<file path="src/gnd_pkg.sv">
// gnd_pkg: shared constants of the dual logic cell router.
// assumes the parameter command decoder delivers numeric ids and values.
package gnd_pkg;

  localparam int SRC_W = 4;
  localparam int PG_SRC_W = 5;
  localparam int ID_W = 4;
  localparam int VAL_W = 5;
  localparam int N_IN = 4;
  localparam int N_CODE = 16;

  // cell input selector codes
  localparam logic [SRC_W-1:0] CODE_LOW = 4'h0;
  localparam logic [SRC_W-1:0] CODE_HIGH = 4'h1;
  localparam logic [SRC_W-1:0] CODE_TRIG_WAIT = 4'h3;
  localparam logic [SRC_W-1:0] CODE_FRAME = 4'h4;
  localparam logic [SRC_W-1:0] CODE_EXPO = 4'h5;
  localparam logic [SRC_W-1:0] CODE_FVAL = 4'h6;
  localparam logic [SRC_W-1:0] CODE_LVAL = 4'h7;
  localparam logic [SRC_W-1:0] CODE_PGEN = 4'h8;
  localparam logic [SRC_W-1:0] CODE_USER0 = 4'hA;
  localparam logic [SRC_W-1:0] CODE_USER1 = 4'hB;
  localparam logic [SRC_W-1:0] CODE_TTL = 4'hC;
  localparam logic [SRC_W-1:0] CODE_LINK = 4'hD;
  localparam logic [SRC_W-1:0] CODE_CELL1 = 4'hE;
  localparam logic [SRC_W-1:0] CODE_CELL0 = 4'hF;

  // pulse generator clear source codes
  localparam logic [PG_SRC_W-1:0] PG_LOW = 5'h00;
  localparam logic [PG_SRC_W-1:0] PG_HIGH = 5'h01;
  localparam logic [PG_SRC_W-1:0] PG_TRIG_WAIT = 5'h04;
  localparam logic [PG_SRC_W-1:0] PG_FRAME = 5'h05;
  localparam logic [PG_SRC_W-1:0] PG_EXPO = 5'h06;
  localparam logic [PG_SRC_W-1:0] PG_FVAL = 5'h07;
  localparam logic [PG_SRC_W-1:0] PG_LVAL = 5'h08;
  localparam logic [PG_SRC_W-1:0] PG_USER0 = 5'h0A;
  localparam logic [PG_SRC_W-1:0] PG_USER1 = 5'h0B;
  localparam logic [PG_SRC_W-1:0] PG_TTL = 5'h0C;
  localparam logic [PG_SRC_W-1:0] PG_LINK = 5'h0D;
  localparam logic [PG_SRC_W-1:0] PG_CELL0 = 5'h0F;
  localparam logic [PG_SRC_W-1:0] PG_CELL1 = 5'h10;

  // parameter ids: 0..3 sources, 4..7 polarities, 8 clear source
  localparam logic [ID_W-1:0] ID_SRC_BASE = 4'h0;
  localparam logic [ID_W-1:0] ID_POL_BASE = 4'h4;
  localparam logic [ID_W-1:0] ID_PG_SRC = 4'h8;

  localparam logic [SRC_W-1:0] SRC_RST = 4'h0;
  localparam logic POL_RST = 1'b0;
  localparam logic [PG_SRC_W-1:0] PG_SRC_RST = 5'h00;
  localparam logic [VAL_W-1:0] POL_MAX = 5'h01;

endpackage

</file>
<file path="src/gnd_src_sel.sv">
// gnd_src_sel: one cell input, code-indexed pick plus polarity.
// assumes the caller zeroes vector bits of codes this input does not offer.
`timescale 1ns/1ps
module gnd_src_sel
  import gnd_pkg::*;
(
  input wire logic [N_CODE-1:0] src_vec,
  input wire logic [SRC_W-1:0] sel,
  input wire logic inv,
  output logic level
);

  // unlisted codes have a zero bit in src_vec, so they read as low unless inv is set
  assign level = src_vec[sel] ^ inv;

endmodule

</file>
<file path="src/gnd_top.sv">
// gnd_top: two configurable two-input logic cells with source routing.
// assumes all status inputs and command strobes are synchronous to mclk.
`timescale 1ns/1ps

// Functional notes
// - cell zero input one picks listed source codes
// - cell zero input two independent, resets low
// - cell one input one: code 15 cell zero
// - cell one input two independent, resets low
// - per input polarity: 0 pass, 1 invert
// - clear source codes 15, 16 pick cells
module gnd_top
  import gnd_pkg::*;
(
  input wire logic mclk,
  input wire logic sys_rst,
  input wire logic trigger_wait_flag,
  input wire logic frame_in_progress_flag,
  input wire logic exposure_in_progress_flag,
  input wire logic fval,
  input wire logic lval,
  input wire logic pulse_generator_zero_out,
  input wire logic user_level_zero,
  input wire logic user_level_one,
  input wire logic ttl_line_input,
  input wire logic link_control_input,
  input wire logic cmd_wr,
  input wire logic cmd_rd,
  input wire logic [ID_W-1:0] cmd_id,
  input wire logic [VAL_W-1:0] cmd_wdata,
  output logic rsp_valid_r,
  output logic rsp_err_r,
  output logic [VAL_W-1:0] rsp_rdata_r,
  output logic logic_cell_zero_out,
  output logic logic_cell_one_out,
  output logic pulse_gen_clear_source
);

  ////////////////////////////////////////////////////////////////////
  // settings
  logic [SRC_W-1:0] sel_r [N_IN];
  logic [N_IN-1:0] inv_r;
  logic [PG_SRC_W-1:0] pg_sel_r;
  logic cell0_r;
  logic cell1_r;
  logic [N_IN-1:0] in_lvl;
  logic [N_CODE-1:0] common_vec;
  logic [N_CODE-1:0] vec0;
  logic [N_CODE-1:0] vec1;
  logic id_src;
  logic id_pol;
  logic id_pg;
  logic [ID_W-1:0] pol_idx;
  logic cmd_ok;
  logic [VAL_W-1:0] rd_val;
  logic pg_nxt;

  assign id_src = cmd_id < ID_POL_BASE;
  assign id_pol = (cmd_id >= ID_POL_BASE) && (cmd_id < ID_PG_SRC);
  assign id_pg = cmd_id == ID_PG_SRC;
  assign pol_idx = cmd_id - ID_POL_BASE;

  // out of range source and polarity values are refused; any clear source value is taken, unlisted ones decode low
  always_comb begin
    cmd_ok = 1'b0;
    if (id_src) begin
      cmd_ok = cmd_wdata < VAL_W'(N_CODE);
    end else if (id_pol) begin
      cmd_ok = cmd_wdata <= POL_MAX;
    end else if (id_pg) begin
      cmd_ok = 1'b1;
    end
  end

  always_ff @(posedge mclk or posedge sys_rst) begin
    if (sys_rst) begin
      for (int i = 0; i < N_IN; i++) begin
        sel_r[i] <= SRC_RST;
      end
    end else if (cmd_wr && cmd_ok && id_src) begin
      sel_r[cmd_id[1:0]] <= cmd_wdata[SRC_W-1:0];
    end
  end

  always_ff @(posedge mclk or posedge sys_rst) begin
    if (sys_rst) begin
      inv_r <= {N_IN{POL_RST}};
    end else if (cmd_wr && cmd_ok && id_pol) begin
      inv_r[pol_idx[1:0]] <= cmd_wdata[0];
    end
  end

  always_ff @(posedge mclk or posedge sys_rst) begin
    if (sys_rst) begin
      pg_sel_r <= PG_SRC_RST;
    end else if (cmd_wr && cmd_ok && id_pg) begin
      pg_sel_r <= cmd_wdata;
    end
  end

  ////////////////////////////////////////////////////////////////////
  // command answers, one cycle after the strobe; write wins over read
  always_comb begin
    rd_val = '0;
    if (id_src) begin
      rd_val = VAL_W'(sel_r[cmd_id[1:0]]);
    end else if (id_pol) begin
      rd_val = VAL_W'(inv_r[pol_idx[1:0]]);
    end else if (id_pg) begin
      rd_val = pg_sel_r;
    end
  end

  always_ff @(posedge mclk or posedge sys_rst) begin
    if (sys_rst) begin
      rsp_valid_r <= 1'b0;
      rsp_err_r <= 1'b0;
      rsp_rdata_r <= '0;
    end else begin
      rsp_valid_r <= cmd_wr || cmd_rd;
      if (cmd_wr) begin
        rsp_err_r <= !cmd_ok;
        rsp_rdata_r <= '0;
      end else if (cmd_rd) begin
        rsp_err_r <= !(id_src || id_pol || id_pg);
        rsp_rdata_r <= rd_val;
      end else begin
        rsp_err_r <= 1'b0;
        rsp_rdata_r <= '0;
      end
    end
  end

  ////////////////////////////////////////////////////////////////////
  // source vectors, bit index is the selector code
  always_comb begin
    common_vec = '0;
    common_vec[CODE_LOW] = 1'b0;
    common_vec[CODE_HIGH] = 1'b1;
    common_vec[CODE_TRIG_WAIT] = trigger_wait_flag;
    common_vec[CODE_FRAME] = frame_in_progress_flag;
    common_vec[CODE_EXPO] = exposure_in_progress_flag;
    common_vec[CODE_FVAL] = fval;
    common_vec[CODE_LVAL] = lval;
    common_vec[CODE_PGEN] = pulse_generator_zero_out;
    common_vec[CODE_USER0] = user_level_zero;
    common_vec[CODE_USER1] = user_level_one;
    common_vec[CODE_TTL] = ttl_line_input;
    common_vec[CODE_LINK] = link_control_input;
    vec0 = common_vec;
    vec0[CODE_CELL1] = cell1_r;
    vec1 = common_vec;
    vec1[CODE_CELL0] = cell0_r;
  end

  genvar g;
  generate
    for (g = 0; g < N_IN; g++) begin : g_in
      gnd_src_sel u_sel (
        .src_vec(g < 2 ? vec0 : vec1),
        .sel(sel_r[g]),
        .inv(inv_r[g]),
        .level(in_lvl[g])
      );
    end
  endgenerate

  ////////////////////////////////////////////////////////////////////
  // cells; the register breaks the cross-coupled loop
  always_ff @(posedge mclk or posedge sys_rst) begin
    if (sys_rst) begin
      cell0_r <= 1'b1;
      cell1_r <= 1'b1;
    end else begin
      cell0_r <= !(in_lvl[0] && in_lvl[1]);
      cell1_r <= !(in_lvl[2] && in_lvl[3]);
    end
  end

  assign logic_cell_zero_out = cell0_r;
  assign logic_cell_one_out = cell1_r;

  always_comb begin
    pg_nxt = 1'b0;
    case (pg_sel_r)
      PG_HIGH: pg_nxt = 1'b1;
      PG_TRIG_WAIT: pg_nxt = trigger_wait_flag;
      PG_FRAME: pg_nxt = frame_in_progress_flag;
      PG_EXPO: pg_nxt = exposure_in_progress_flag;
      PG_FVAL: pg_nxt = fval;
      PG_LVAL: pg_nxt = lval;
      PG_USER0: pg_nxt = user_level_zero;
      PG_USER1: pg_nxt = user_level_one;
      PG_TTL: pg_nxt = ttl_line_input;
      PG_LINK: pg_nxt = link_control_input;
      PG_CELL0: pg_nxt = cell0_r;
      PG_CELL1: pg_nxt = cell1_r;
      default: pg_nxt = 1'b0;
    endcase
  end

  always_ff @(posedge mclk or posedge sys_rst) begin
    if (sys_rst) begin
      pulse_gen_clear_source <= 1'b0;
    end else begin
      pulse_gen_clear_source <= pg_nxt;
    end
  end
endmodule

</file>
<file path="config.mk">
export PLATFORM = sky130hd
export DESIGN_NAME = gnd_top
export DESIGN_NICKNAME = d
export VERILOG_FILES = /design/src/gnd_pkg.sv /design/src/gnd_src_sel.sv /design/src/gnd_top.sv
export SDC_FILE = /design/constraint.sdc
export NUM_CORES = 1
export LEC_CHECK = 0
export CORE_MARGIN = 3
export CORE_UTILIZATION = 28
export CTS_CLUSTER_SIZE = 8
export DETAILED_ROUTE_END_ITERATION = 16
export DONT_BUFFER_PORTS = 1
export SLEW_MARGIN = 20
export SYNTH_ARGS = -nofsm -noshare
export SYNTH_HDL_FRONTEND = slang
export SYNTH_SLANG_ARGS = --single-unit
</file>
<file path="constraint.sdc">
create_clock -name mclk -period 2.07 [get_ports mclk]
set_input_delay 0.3105 -clock mclk [delete_from_list [all_inputs] [get_ports mclk]]
set_output_delay 0.3105 -clock mclk [all_outputs]
set_load 0.03 [all_outputs]
</file>
==> results.cfg, run 1 <==
[outcome]
outcome = complete, no violations

[clock_network]
cts_hold_buf = 0
cts.sinks = 35
tritoncts = built
root_buffer = clkbuf_8
cts.clk_slew.worst_paths_ns = 0.07
cts.path.max_buffers = 2
cts_resized = 0
clkLatencyLatePin_ns = 0.29
postCtsSetupRepairBufs = 0
htreeDepth = 2
cts_inserted_buffers = 5

[route]
vias = 1658
via_per_inst = 5.42
drt_wl_total_um = 5670
antenna_left = 0
wl_per_cell_um = 18.5
drcViolationCount = 0
drt_iter0_markers = 155
drtPass1Iterations = 4

[setup_path]
crit_chain = mux2i_1 > o21ai_0 > a32o_1 > a221oi_1 > o22ai_1
cpMaxStageDelayCell = dfrtp_1
path_max_fanout = 9
cp-end-kind = flop
max_stage_delay_ns = 0.53
crit_family = compound AO/OA/AOI/OAI gates
cp-start-kind = flop
crit_arrival_ns = 1.72
crit_path_start = pg_sel_r[0]$_DFFE_PP0P_
r2r-start = pg_sel_r[0]$_DFFE_PP0P_
crit_type = flop to flop
cp.required_ns = 2.23
path_buf_inv = 0

[logic_synthesis]
synth.distinct_cells = 41
yosys.area_share.adder = 0
synth_compound_area_frac = 0.157
async_flop_share = 1.00
synth-xor-area-share = 0
avgSynthCellArea_um2 = 10.2
syn_inst = 211
yosys_register_bits = 35
synth_top_family_by_area = multiplexers
synth-simple-area-share = 0.170
syn-num-nets = 234
synth-edff-count = 0
synth.cell_area_um2 = 2140
synth-seq-area-share = 0.410
yosys_warnings = 0
synth_flop_cell = dfrtp_1
synthMuxAreaShare = 0.220

[sta]
worstMarginPinSlew_ns = 0.462
slew_viol_final = 0
slew_headroom = 0.692
rsz0062_at_grt = no
skew_ns = 0.00531
min_period_ns = 1.56
hold_viol_final = 0
fin_crit_sh = 0.754
setup_violations = 0
fmax_mhz = 641
tns_ns = 0

[grt]
grt_pass1_vias = 1599
track_usage = 0.133
grt_max_degree = 36
grt_pass1_wl_um = 8890
gr-total-overflow = 0
antenna_found_initial = 0

[layout]
fill_cells = 770
final_layout_size_suffix_gt1_frac = 0.140
area_growth_pct = 7.18
final_area_um2 = 2300
num-nets-final = 229
diodes = 0

[placement]
gp_congestion = 0.799
hpwl_um = 4170
placed_area_um2 = 2220
io_buffers = 0

[hold_path]
min_path_type = input port to asynchronous set/reset pin

[floorplanning]
ios = 33
rows = 31
fp.dieW_um = 93.5
die_y_um = 93.5
die_area_um2 = 8740
design.core.area_um2 = 7330
start_util = 0.292

[job]
cap_viol_max_count = 0

[pwr]
powerDensity_nw_per_um2 = 877
ir_worst_vdd_uv = 235
leakagePower_nw = 0.929
-- sequential cells by signal (all words and copies together), names as in the netlist, 4 cells and up --
| register | count |
|---|---|
| inv_r | 4 |
| rsp_rdata_r | 5 |
| pg_sel_r | 5 |
| sel_r | 16 |
-- per-stage QoR --
step	power (mW)	util	cells	setup slack, ns	hold slack [ns]
after floorplan	1.43	-	211	0.619	0.420
after global placement	1.51	0.302	298	0.498	0.332
after detailed placement	1.53	0.302	298	0.502	0.342
after CTS	2.03	0.313	306	0.493	0.0287
after global routing	2.13	0.313	306	0.392	0.0483
final	2.01	0.313	306	0.510	0.0198
-- power by group --
part	internal, mW	total (mW)	switching, mW
Combinational	0.257	0.437	0.180
Sequential	0.811	1.08	0.271
Clock	0.237	0.495	0.258
-- Yosys cell counts (all sizes together) (4+ instances only) --
cell,count,area share
nand3b,6,0.021
mux4,5,0.053
a31oi,5,0.015
a21oi,6,0.014
nand2,17,0.031
clkbuf,5,0.0088
a22oi,4,0.014
buf,9,0.022
inv,7,0.012
o22ai,7,0.020
o21ai,14,0.033
nand3,7,0.016
dfrtp,33,0.39
nor2,15,0.026
mux2,23,0.12
mux2i,10,0.047
-- worst reg2reg max path: stages, from the launching register on --
cell	delay [ns]
dfrtp_1	0.53
mux2i_1	0.22
o21ai_0	0.09
a32o_1	0.22
a221oi_1	0.25
o22ai_1	0.13
-- area by class of cell --
class | instances | area (um^2) | area share
Tap cell | 99 | 124 | 0.0539
Inverter | 7 | 26.3 | 0.0114
Timing Repair Buffer | 2 | 15.0 | 0.00654
Clock inverter | 1 | 5.00 | 0.00218
Multi-Input combinational cell | 155 | 1170 | 0.510
Sequential cell | 35 | 878 | 0.382
Clock buffer | 7 | 76.3 | 0.0332
-- worst paths after layout --
check,slack (ns),to,cells after the start
max,0.51,pulse_gen_clear_source$_DFF_PP0_,5
min,0.02,rsp_err_r$_DFF_PP0_,2
max reg2reg,0.51,pulse_gen_clear_source$_DFF_PP0_,5
min reg2reg,0.48,pulse_gen_clear_source$_DFF_PP0_,1
max in group asynchronous,1.71,logic_cell_zero_out$_DFF_PP1_,2
min in group mclk,0.13,rsp_valid_r$_DFF_PP0_,1
-- per-layer routing --
| layer | global-route usage | vias to the layer above | part of all wire | routed length (um) |
|---|---|---|---|---|
| li1 | - | 774 | - | - |
| met1 | 0.178 | 828 | 0.44 | 2520 |
| met2 | 0.207 | 51 | 0.47 | 2640 |
| met3 | 0.0467 | 5 | 0.084 | 476 |
| met4 | 0.0293 | 0 | 0.0071 | 40 |
| met5 | 0 | - | 0 | 0 |
-- kinds of logic (layout without fill, tap and decap cells) --
kind of cell / after synthesis / after routing
and+or+nand+nor: 65 / 65
buffers and inverters: 21 / 17
AOI/OAI and AO/OA: 52 / 52
DFF: 35 / 35
muxes: 38 / 38
-- cell usage in the layout (no fill, tap or decap), drive strengths merged, types with 3 or more instances in the layout --
| cell | instances |
|---|---|
| dfrtp | 33 |
| mux2 | 23 |
| nand2 | 17 |
| nor2 | 15 |
| o21ai | 14 |
| mux2i | 10 |
| inv | 7 |
| nand3 | 7 |
| o22ai | 7 |
| clkbuf | 7 |
| nand3b | 6 |
| a21oi | 6 |
| a31oi | 5 |
| mux4 | 5 |
| a22oi | 4 |
| o31ai | 3 |
| and3 | 3 |
| a221oi | 3 |
Power figures use the tool's default switching activity.
==> inputs of run 2 (changes only) <==
Settings changed: ABC_AREA set to 1.
Clock period 2.07 ns to 1.5 ns, I/O delays scaled along.
==> run 2 against run 1 <==
  * Wire length is 20% higher
  * Count of clock-buffer cells in the layout shrank 2
  * Worst hold slack gained 0.025 ns
  * Clock power rose by 110%
  * Synthesized area up 4.4%
==> results.cfg, run 2 <==
[clock_network]
cts_resized = 0
cts.path.max_buffers = 2
cts_inserted_buffers = 5
htreeDepth = 2
postCtsSetupRepairBufs = 0
tritoncts = built
root_buffer = clkbuf_8
clkLatencyLatePin_ns = 0.29
cts_hold_buf = 2
cts.clk_slew.worst_paths_ns = 0.08
cts.sinks = 35

[hold_path]
hold_path_end = rsp_valid_r$_DFF_PP0_
hold_depth = 2
min_path_type = input port to flop
min-delay-start = cmd_wr

[layout]
num-nets-final = 365
largest_reg_flops = 16
top_regs = sel_r (16), pg_sel_r (5), rsp_rdata_r (5)
area_growth_pct = 13.4
diodes = 0
fill_cells = 815
largest-register = sel_r
layout_common_cells = 106 x nand2_1, 46 x inv_1, 35 x o21ai_0
final_layout_size_suffix_gt1_frac = 0.0933
final_common_cell = nand2_1
fin_cells = 442

[logic_synthesis]
syn_inst = 332
synth_flop_cell = dfrtp_1
yosysMostFrequentCell = nand2_1
yosys_register_bits = 35
synth.cell_area_um2 = 2240
synth_common_cells = 106 x nand2_1, 46 x inv_1, 35 x o21ai_0
synth_top_area_cell = dfrtp_1
async_flop_share = 1.00
ys_top_cells_by_area = dfrtp_1 37%, nand2_1 18%, o21ai_0 7.8%
yosys_warnings = 0
syn-num-nets = 355
synth.distinct_cells = 28
synth-edff-count = 0
synth-seq-area-share = 0.393
synth_top_area_frac = 0.369
avgSynthCellArea_um2 = 6.74

[setup_path]
crit_family = flip-flops
cp-end-kind = primary output
max_stage_delay_ns = 0.60
reg2reg_to = logic_cell_zero_out$_DFF_PP1_
reg2reg_slack_ns = 0.20
path_max_fanout = 4
crit_type = flop to primary output
r2r-start = sel_r[13]$_DFFE_PP0P_
cpMaxStageDelayCell = dfstp_2
crit_chain = buf_4
reg2reg_depth = 9
cp-start-kind = flop
cp.required_ns = 1.27
path_buf_inv = 1
crit_arrival_ns = 1.07

[route]
vias = 2191
antenna_left = 0
drt_iter0_markers = 125
via_per_inst = 4.96
wl_per_cell_um = 15.4
drcViolationCount = 0
drt_wl_total_um = 6790
drtPass1Iterations = 4

[floorplanning]
ios = 33
start_util = 0.299
die_area_um2 = 9100
design.core.area_um2 = 7490
rows = 31
fp.dieW_um = 95.4
die_y_um = 95.4

[pwr]
p_total_mw = 2.96
leakagePower_nw = 1.25
combPwrFrac = 0.212
intPower_mw = 1.97
pwr-share-clk = 0.349
ir_worst_vdd_uv = 372
switching_power_mw = 0.990
switching_share = 0.334
seqPwrFrac = 0.439
powerDensity_nw_per_um2 = 1170

[job]
cap_viol_max_count = 0

[sta]
worstMarginPinSlew_ns = 0.486
rsz0062_at_grt = no
skew_ns = 0.00641
fmax_mhz = 770
slew_viol_final = 0
tns_ns = 0
hold_viol_final = 0
fin_crit_sh = 0.866
setup_violations = 0
min_period_ns = 1.30
slew_headroom = 0.676

[grt]
antenna_found_initial = 0
grt_max_degree = 36
grt_pass1_wl_um = 11100
grt_pass1_vias = 2114
gr-total-overflow = 0
track_usage = 0.161

[placement]
hpwl_um = 5190
gp_congestion = 0.886
placed_cells = 432
io_buffers = 0

[outcome]
outcome = complete, no violations
[run 2: changes by cell type in the layout (fill, tap and decap cells not counted), sizes merged, moves of 9 or more]
cell and change:
nand2 +95, inv +42, nand3 +29, mux2 -23
o21ai +21, mux2i -10, a21oi +9
[run 2: metal layers]
metal | wire, um | global-route usage | vias up
met5 | 0 | 0 | -
met4 | 108 | 0.0474 | 0
met3 | 608 | 0.0426 | 8
met2 | 2910 | 0.245 | 77
met1 | 3160 | 0.223 | 1009
li1 | - | - | 1097
[run 2: metrics by stage]
step / setup slack, ns / cell area, um^2 / util / hold WS (ns)
floorplan: 0.304 / 2240 / - / 0.296
global placement: 0.257 / 2380 / 0.318 / 0.255
detailed placement: 0.226 / 2380 / 0.318 / 0.257
CTS: 0.191 / 2540 / 0.339 / 0.0336
global route: 0.0314 / 2540 / 0.339 / 0.0522
finish: 0.201 / 2540 / 0.339 / 0.0448
[run 2: worst max path at each step]
stage | to | cells after the start | from
2_1_floorplan | logic_cell_zero_out$_DFF_PP1_ | 10 | logic_cell_one_out$_DFF_PP1_
3_3_place_gp | logic_cell_zero_out$_DFF_PP1_ | 9 | sel_r[8]$_DFFE_PP0P_
3_5_place_dp | logic_cell_zero_out$_DFF_PP1_ | 9 | sel_r[8]$_DFFE_PP0P_
4_1_cts | logic_cell_one_out | 1 | logic_cell_one_out$_DFF_PP1_
5_1_grt | logic_cell_zero_out$_DFF_PP1_ | 9 | sel_r[9]$_DFFE_PP0P_
6_report | logic_cell_one_out | 1 | logic_cell_one_out$_DFF_PP1_
[run 2: area by class of cell]
| type | count | area (um^2) | share of cell area |
|---|---|---|---|
| multi-input combinational | 244 | 1160 | 0.456 |
| sequential | 35 | 878 | 0.346 |
| inverter | 49 | 184 | 0.0725 |
| tap | 99 | 124 | 0.0488 |
| clock buffer | 5 | 68.8 | 0.0271 |
| clock inverter | 3 | 67.6 | 0.0266 |
| timing repair buffer | 7 | 57.6 | 0.0227 |
[run 2: kinds of logic (layout without fill, tap and decap cells)]
group / Yosys count / count (layout) / share of synthesized area
and+or+nand+nor: 182 / 182 / 0.369
AOI/OAI and AO/OA: 62 / 62 / 0.148
buffers and inverters: 53 / 64 / 0.0906
DFF: 35 / 35 / 0.393
[run 2: power by group through the flow]
| stage | clock (mW) | combinational, mW | sequential [mW] |
|---|---|---|---|
| floorplan | 0 | 0.497 | 1.24 |
| global placement | 0 | 0.608 | 1.31 |
| detailed placement | 0 | 0.620 | 1.32 |
| CTS | 1.06 | 0.628 | 1.30 |
| global route | 1.11 | 0.738 | 1.32 |
| finish | 1.03 | 0.627 | 1.30 |
==> inputs of run 3 (changes only) <==
Settings changed: CORE_UTILIZATION 28 to 40, CTS_BUF_LIST set to sky130_fd_sc_hd__clkbuf_8.
==> run 3 against run 2 <==
  * First-iteration DRC count grew 38%
  * Via count increased by 1.4%
  * Worst hold slack improved by 0.0084 ns
  * Flip-flop and latch count did not move
  * Non-clock buffer count unchanged
  * Fmax fell by 0.18%
  * Clock skew up 0.0017 ns
  * Combinational power is essentially flat
  * Critical endpoint is now logic_cell_zero_out$_DFF_PP1_
  * Cell area decreased by 3.6%
  * Wire length decreased by 4.8%
  * Sequential power about the same
==> results.cfg, run 3 (synthesized netlist as in run 2, its figures left out) <==
[outcome]
outcome = complete, no violations

[layout]
final_layout_size_suffix_gt1_frac = 0.0875
largest-register = sel_r
top_regs = sel_r (16), pg_sel_r (5), rsp_rdata_r (5)
fill_cells = 561
diodes = 0
layout_common_cells = 106 x nand2_1, 48 x inv_1, 35 x o21ai_0
final_common_cell = nand2_1
final_area_um2 = 2440
largest_reg_flops = 16
num-nets-final = 365
area_growth_pct = 9.28

[setup_path]
crit_chain = inv_1 > nand3_1 > nand2_1 > inv_1 > nand2_1 > nand3_1 > nand2_1 > nand2_1 > nand2_1 > inv_1 > nand2_1
path_max_fanout = 8
max_stage_delay_ns = 0.46
cpMaxStageDelayCell = dfrtp_1
crit_path_frequent_cell = nand2_1
crit_arrival_ns = 1.53
cp-start-kind = flop
cp.required_ns = 1.73
cp-end-kind = flop
crit_type = flop to flop

[clock_network]
clkLatencyLatePin_ns = 0.29
cts_inserted_buffers = 5
cts.clk_slew.worst_paths_ns = 0.07
cts.sinks = 35
postCtsSetupRepairBufs = 0
cts_resized = 0
tritoncts = built
root_buffer = clkbuf_8
htreeDepth = 2
cts.path.max_buffers = 2
cts_hold_buf = 2

[floorplanning]
ios = 33
die_area_um2 = 6530
rows = 26
fp.dieW_um = 80.8
die_y_um = 80.8
design.core.area_um2 = 5270
start_util = 0.425

[grt]
grt_max_degree = 36
gr-total-overflow = 0
grt_pass1_wl_um = 10500
antenna_found_initial = 0
grt_pass1_vias = 2035
track_usage = 0.215

[sta]
hold_viol_final = 0
slew_headroom = 0.694
rsz0062_at_grt = no
fin_crit_sh = 0.867
slew_viol_final = 0
min_period_ns = 1.30
setup_slack_ns = 0.199
skew_ns = 0.00815
fmax_mhz = 769
setup_violations = 0
worstMarginPinSlew_ns = 0.459
tns_ns = 0

[pwr]
leakagePower_nw = 1.24
powerDensity_nw_per_um2 = 1050
p_total_mw = 2.57
intPower_mw = 1.62
seqPwrFrac = 0.503
switching_share = 0.368
ir_worst_vdd_uv = 465
combPwrFrac = 0.245
pwr-share-clk = 0.253
switching_power_mw = 0.945

[route]
via_per_inst = 5.38
drtPass1Iterations = 5
drt_wl_total_um = 6460
wl_per_cell_um = 15.6
drcViolationCount = 0
antenna_left = 0
vias = 2222
drt_iter0_markers = 172

[placement]
placed_area_um2 = 2340
io_buffers = 0
dp_worst_setup_slack_ns = 0.212
hpwl_um = 4940
gp_congestion = 0.865

[job]
cap_viol_max_count = 0

[hold_path]
min_path_type = input port to flop
run 3: stage by stage:
| step | std cells | hold slack, ns | util |
|---|---|---|---|
| 2_1_floorplan | 332 | 0.296 | - |
| 3_3_place_gp | 403 | 0.251 | 0.445 |
| 3_5_place_dp | 403 | 0.251 | 0.445 |
| 4_1_cts | 413 | 0.0441 | 0.464 |
| 5_1_grt | 413 | 0.0478 | 0.464 |
| 6_report | 413 | 0.0533 | 0.464 |
run 3: area by class of cell:
type	instances	area, um^2	share of cell area
Clock buffer	5	68.8	0.0281
Clock inverter	3	12.5	0.00512
Inverter	49	184	0.0752
Multi-Input combinational cell	244	1160	0.473
Sequential cell	35	878	0.359
Tap cell	70	87.6	0.0358
Timing Repair Buffer	7	57.6	0.0235
run 3: worst paths after layout:
path                            cells past startpoint                    start                       endpoint  slack [ns]
worst min register to register                      2  pg_sel_r[3]$_DFFE_PP0P_        pg_sel_r[3]$_DFFE_PP0P_        0.56
worst max-delay path                               11     sel_r[8]$_DFFE_PP0P_  logic_cell_zero_out$_DFF_PP1_        0.20
worst min-delay path                                2                   cmd_wr          rsp_valid_r$_DFF_PP0_        0.05
min in group asynchronous                           3                  sys_rst            rsp_err_r$_DFF_PP0_        0.47
worst max register to register                     11     sel_r[8]$_DFFE_PP0P_  logic_cell_zero_out$_DFF_PP1_        0.20
max in group asynchronous                           3                  sys_rst  logic_cell_zero_out$_DFF_PP1_        0.67
run 3: power groups by stage:
stage	Combinational, mW	Sequential (mW)	Clock [mW]
5_1_grt	0.735	1.31	0.721
4_1_cts	0.626	1.29	0.667
3_3_place_gp	0.616	1.30	0
2_1_floorplan	0.497	1.24	0
3_5_place_dp	0.620	1.30	0
6_report	0.628	1.29	0.649
run 3: worst max-delay path: cells and delay by family, from the launching register on:
kind | cells | cell delay (ns)
buffers and inverters | 3 | 0.25
AND/OR/NAND/NOR | 8 | 0.54
flip-flops | 1 | 0.46
run 3: routing by layer:
metal / vias up / wire, um / GRT usage
met3: 17 / 434 / 0.0399
met5: - / 0 / 0
met4: 0 / 151 / 0.0794
met2: 88 / 2860 / 0.330
li1: 1100 / - / -
met1: 1017 / 3020 / 0.301
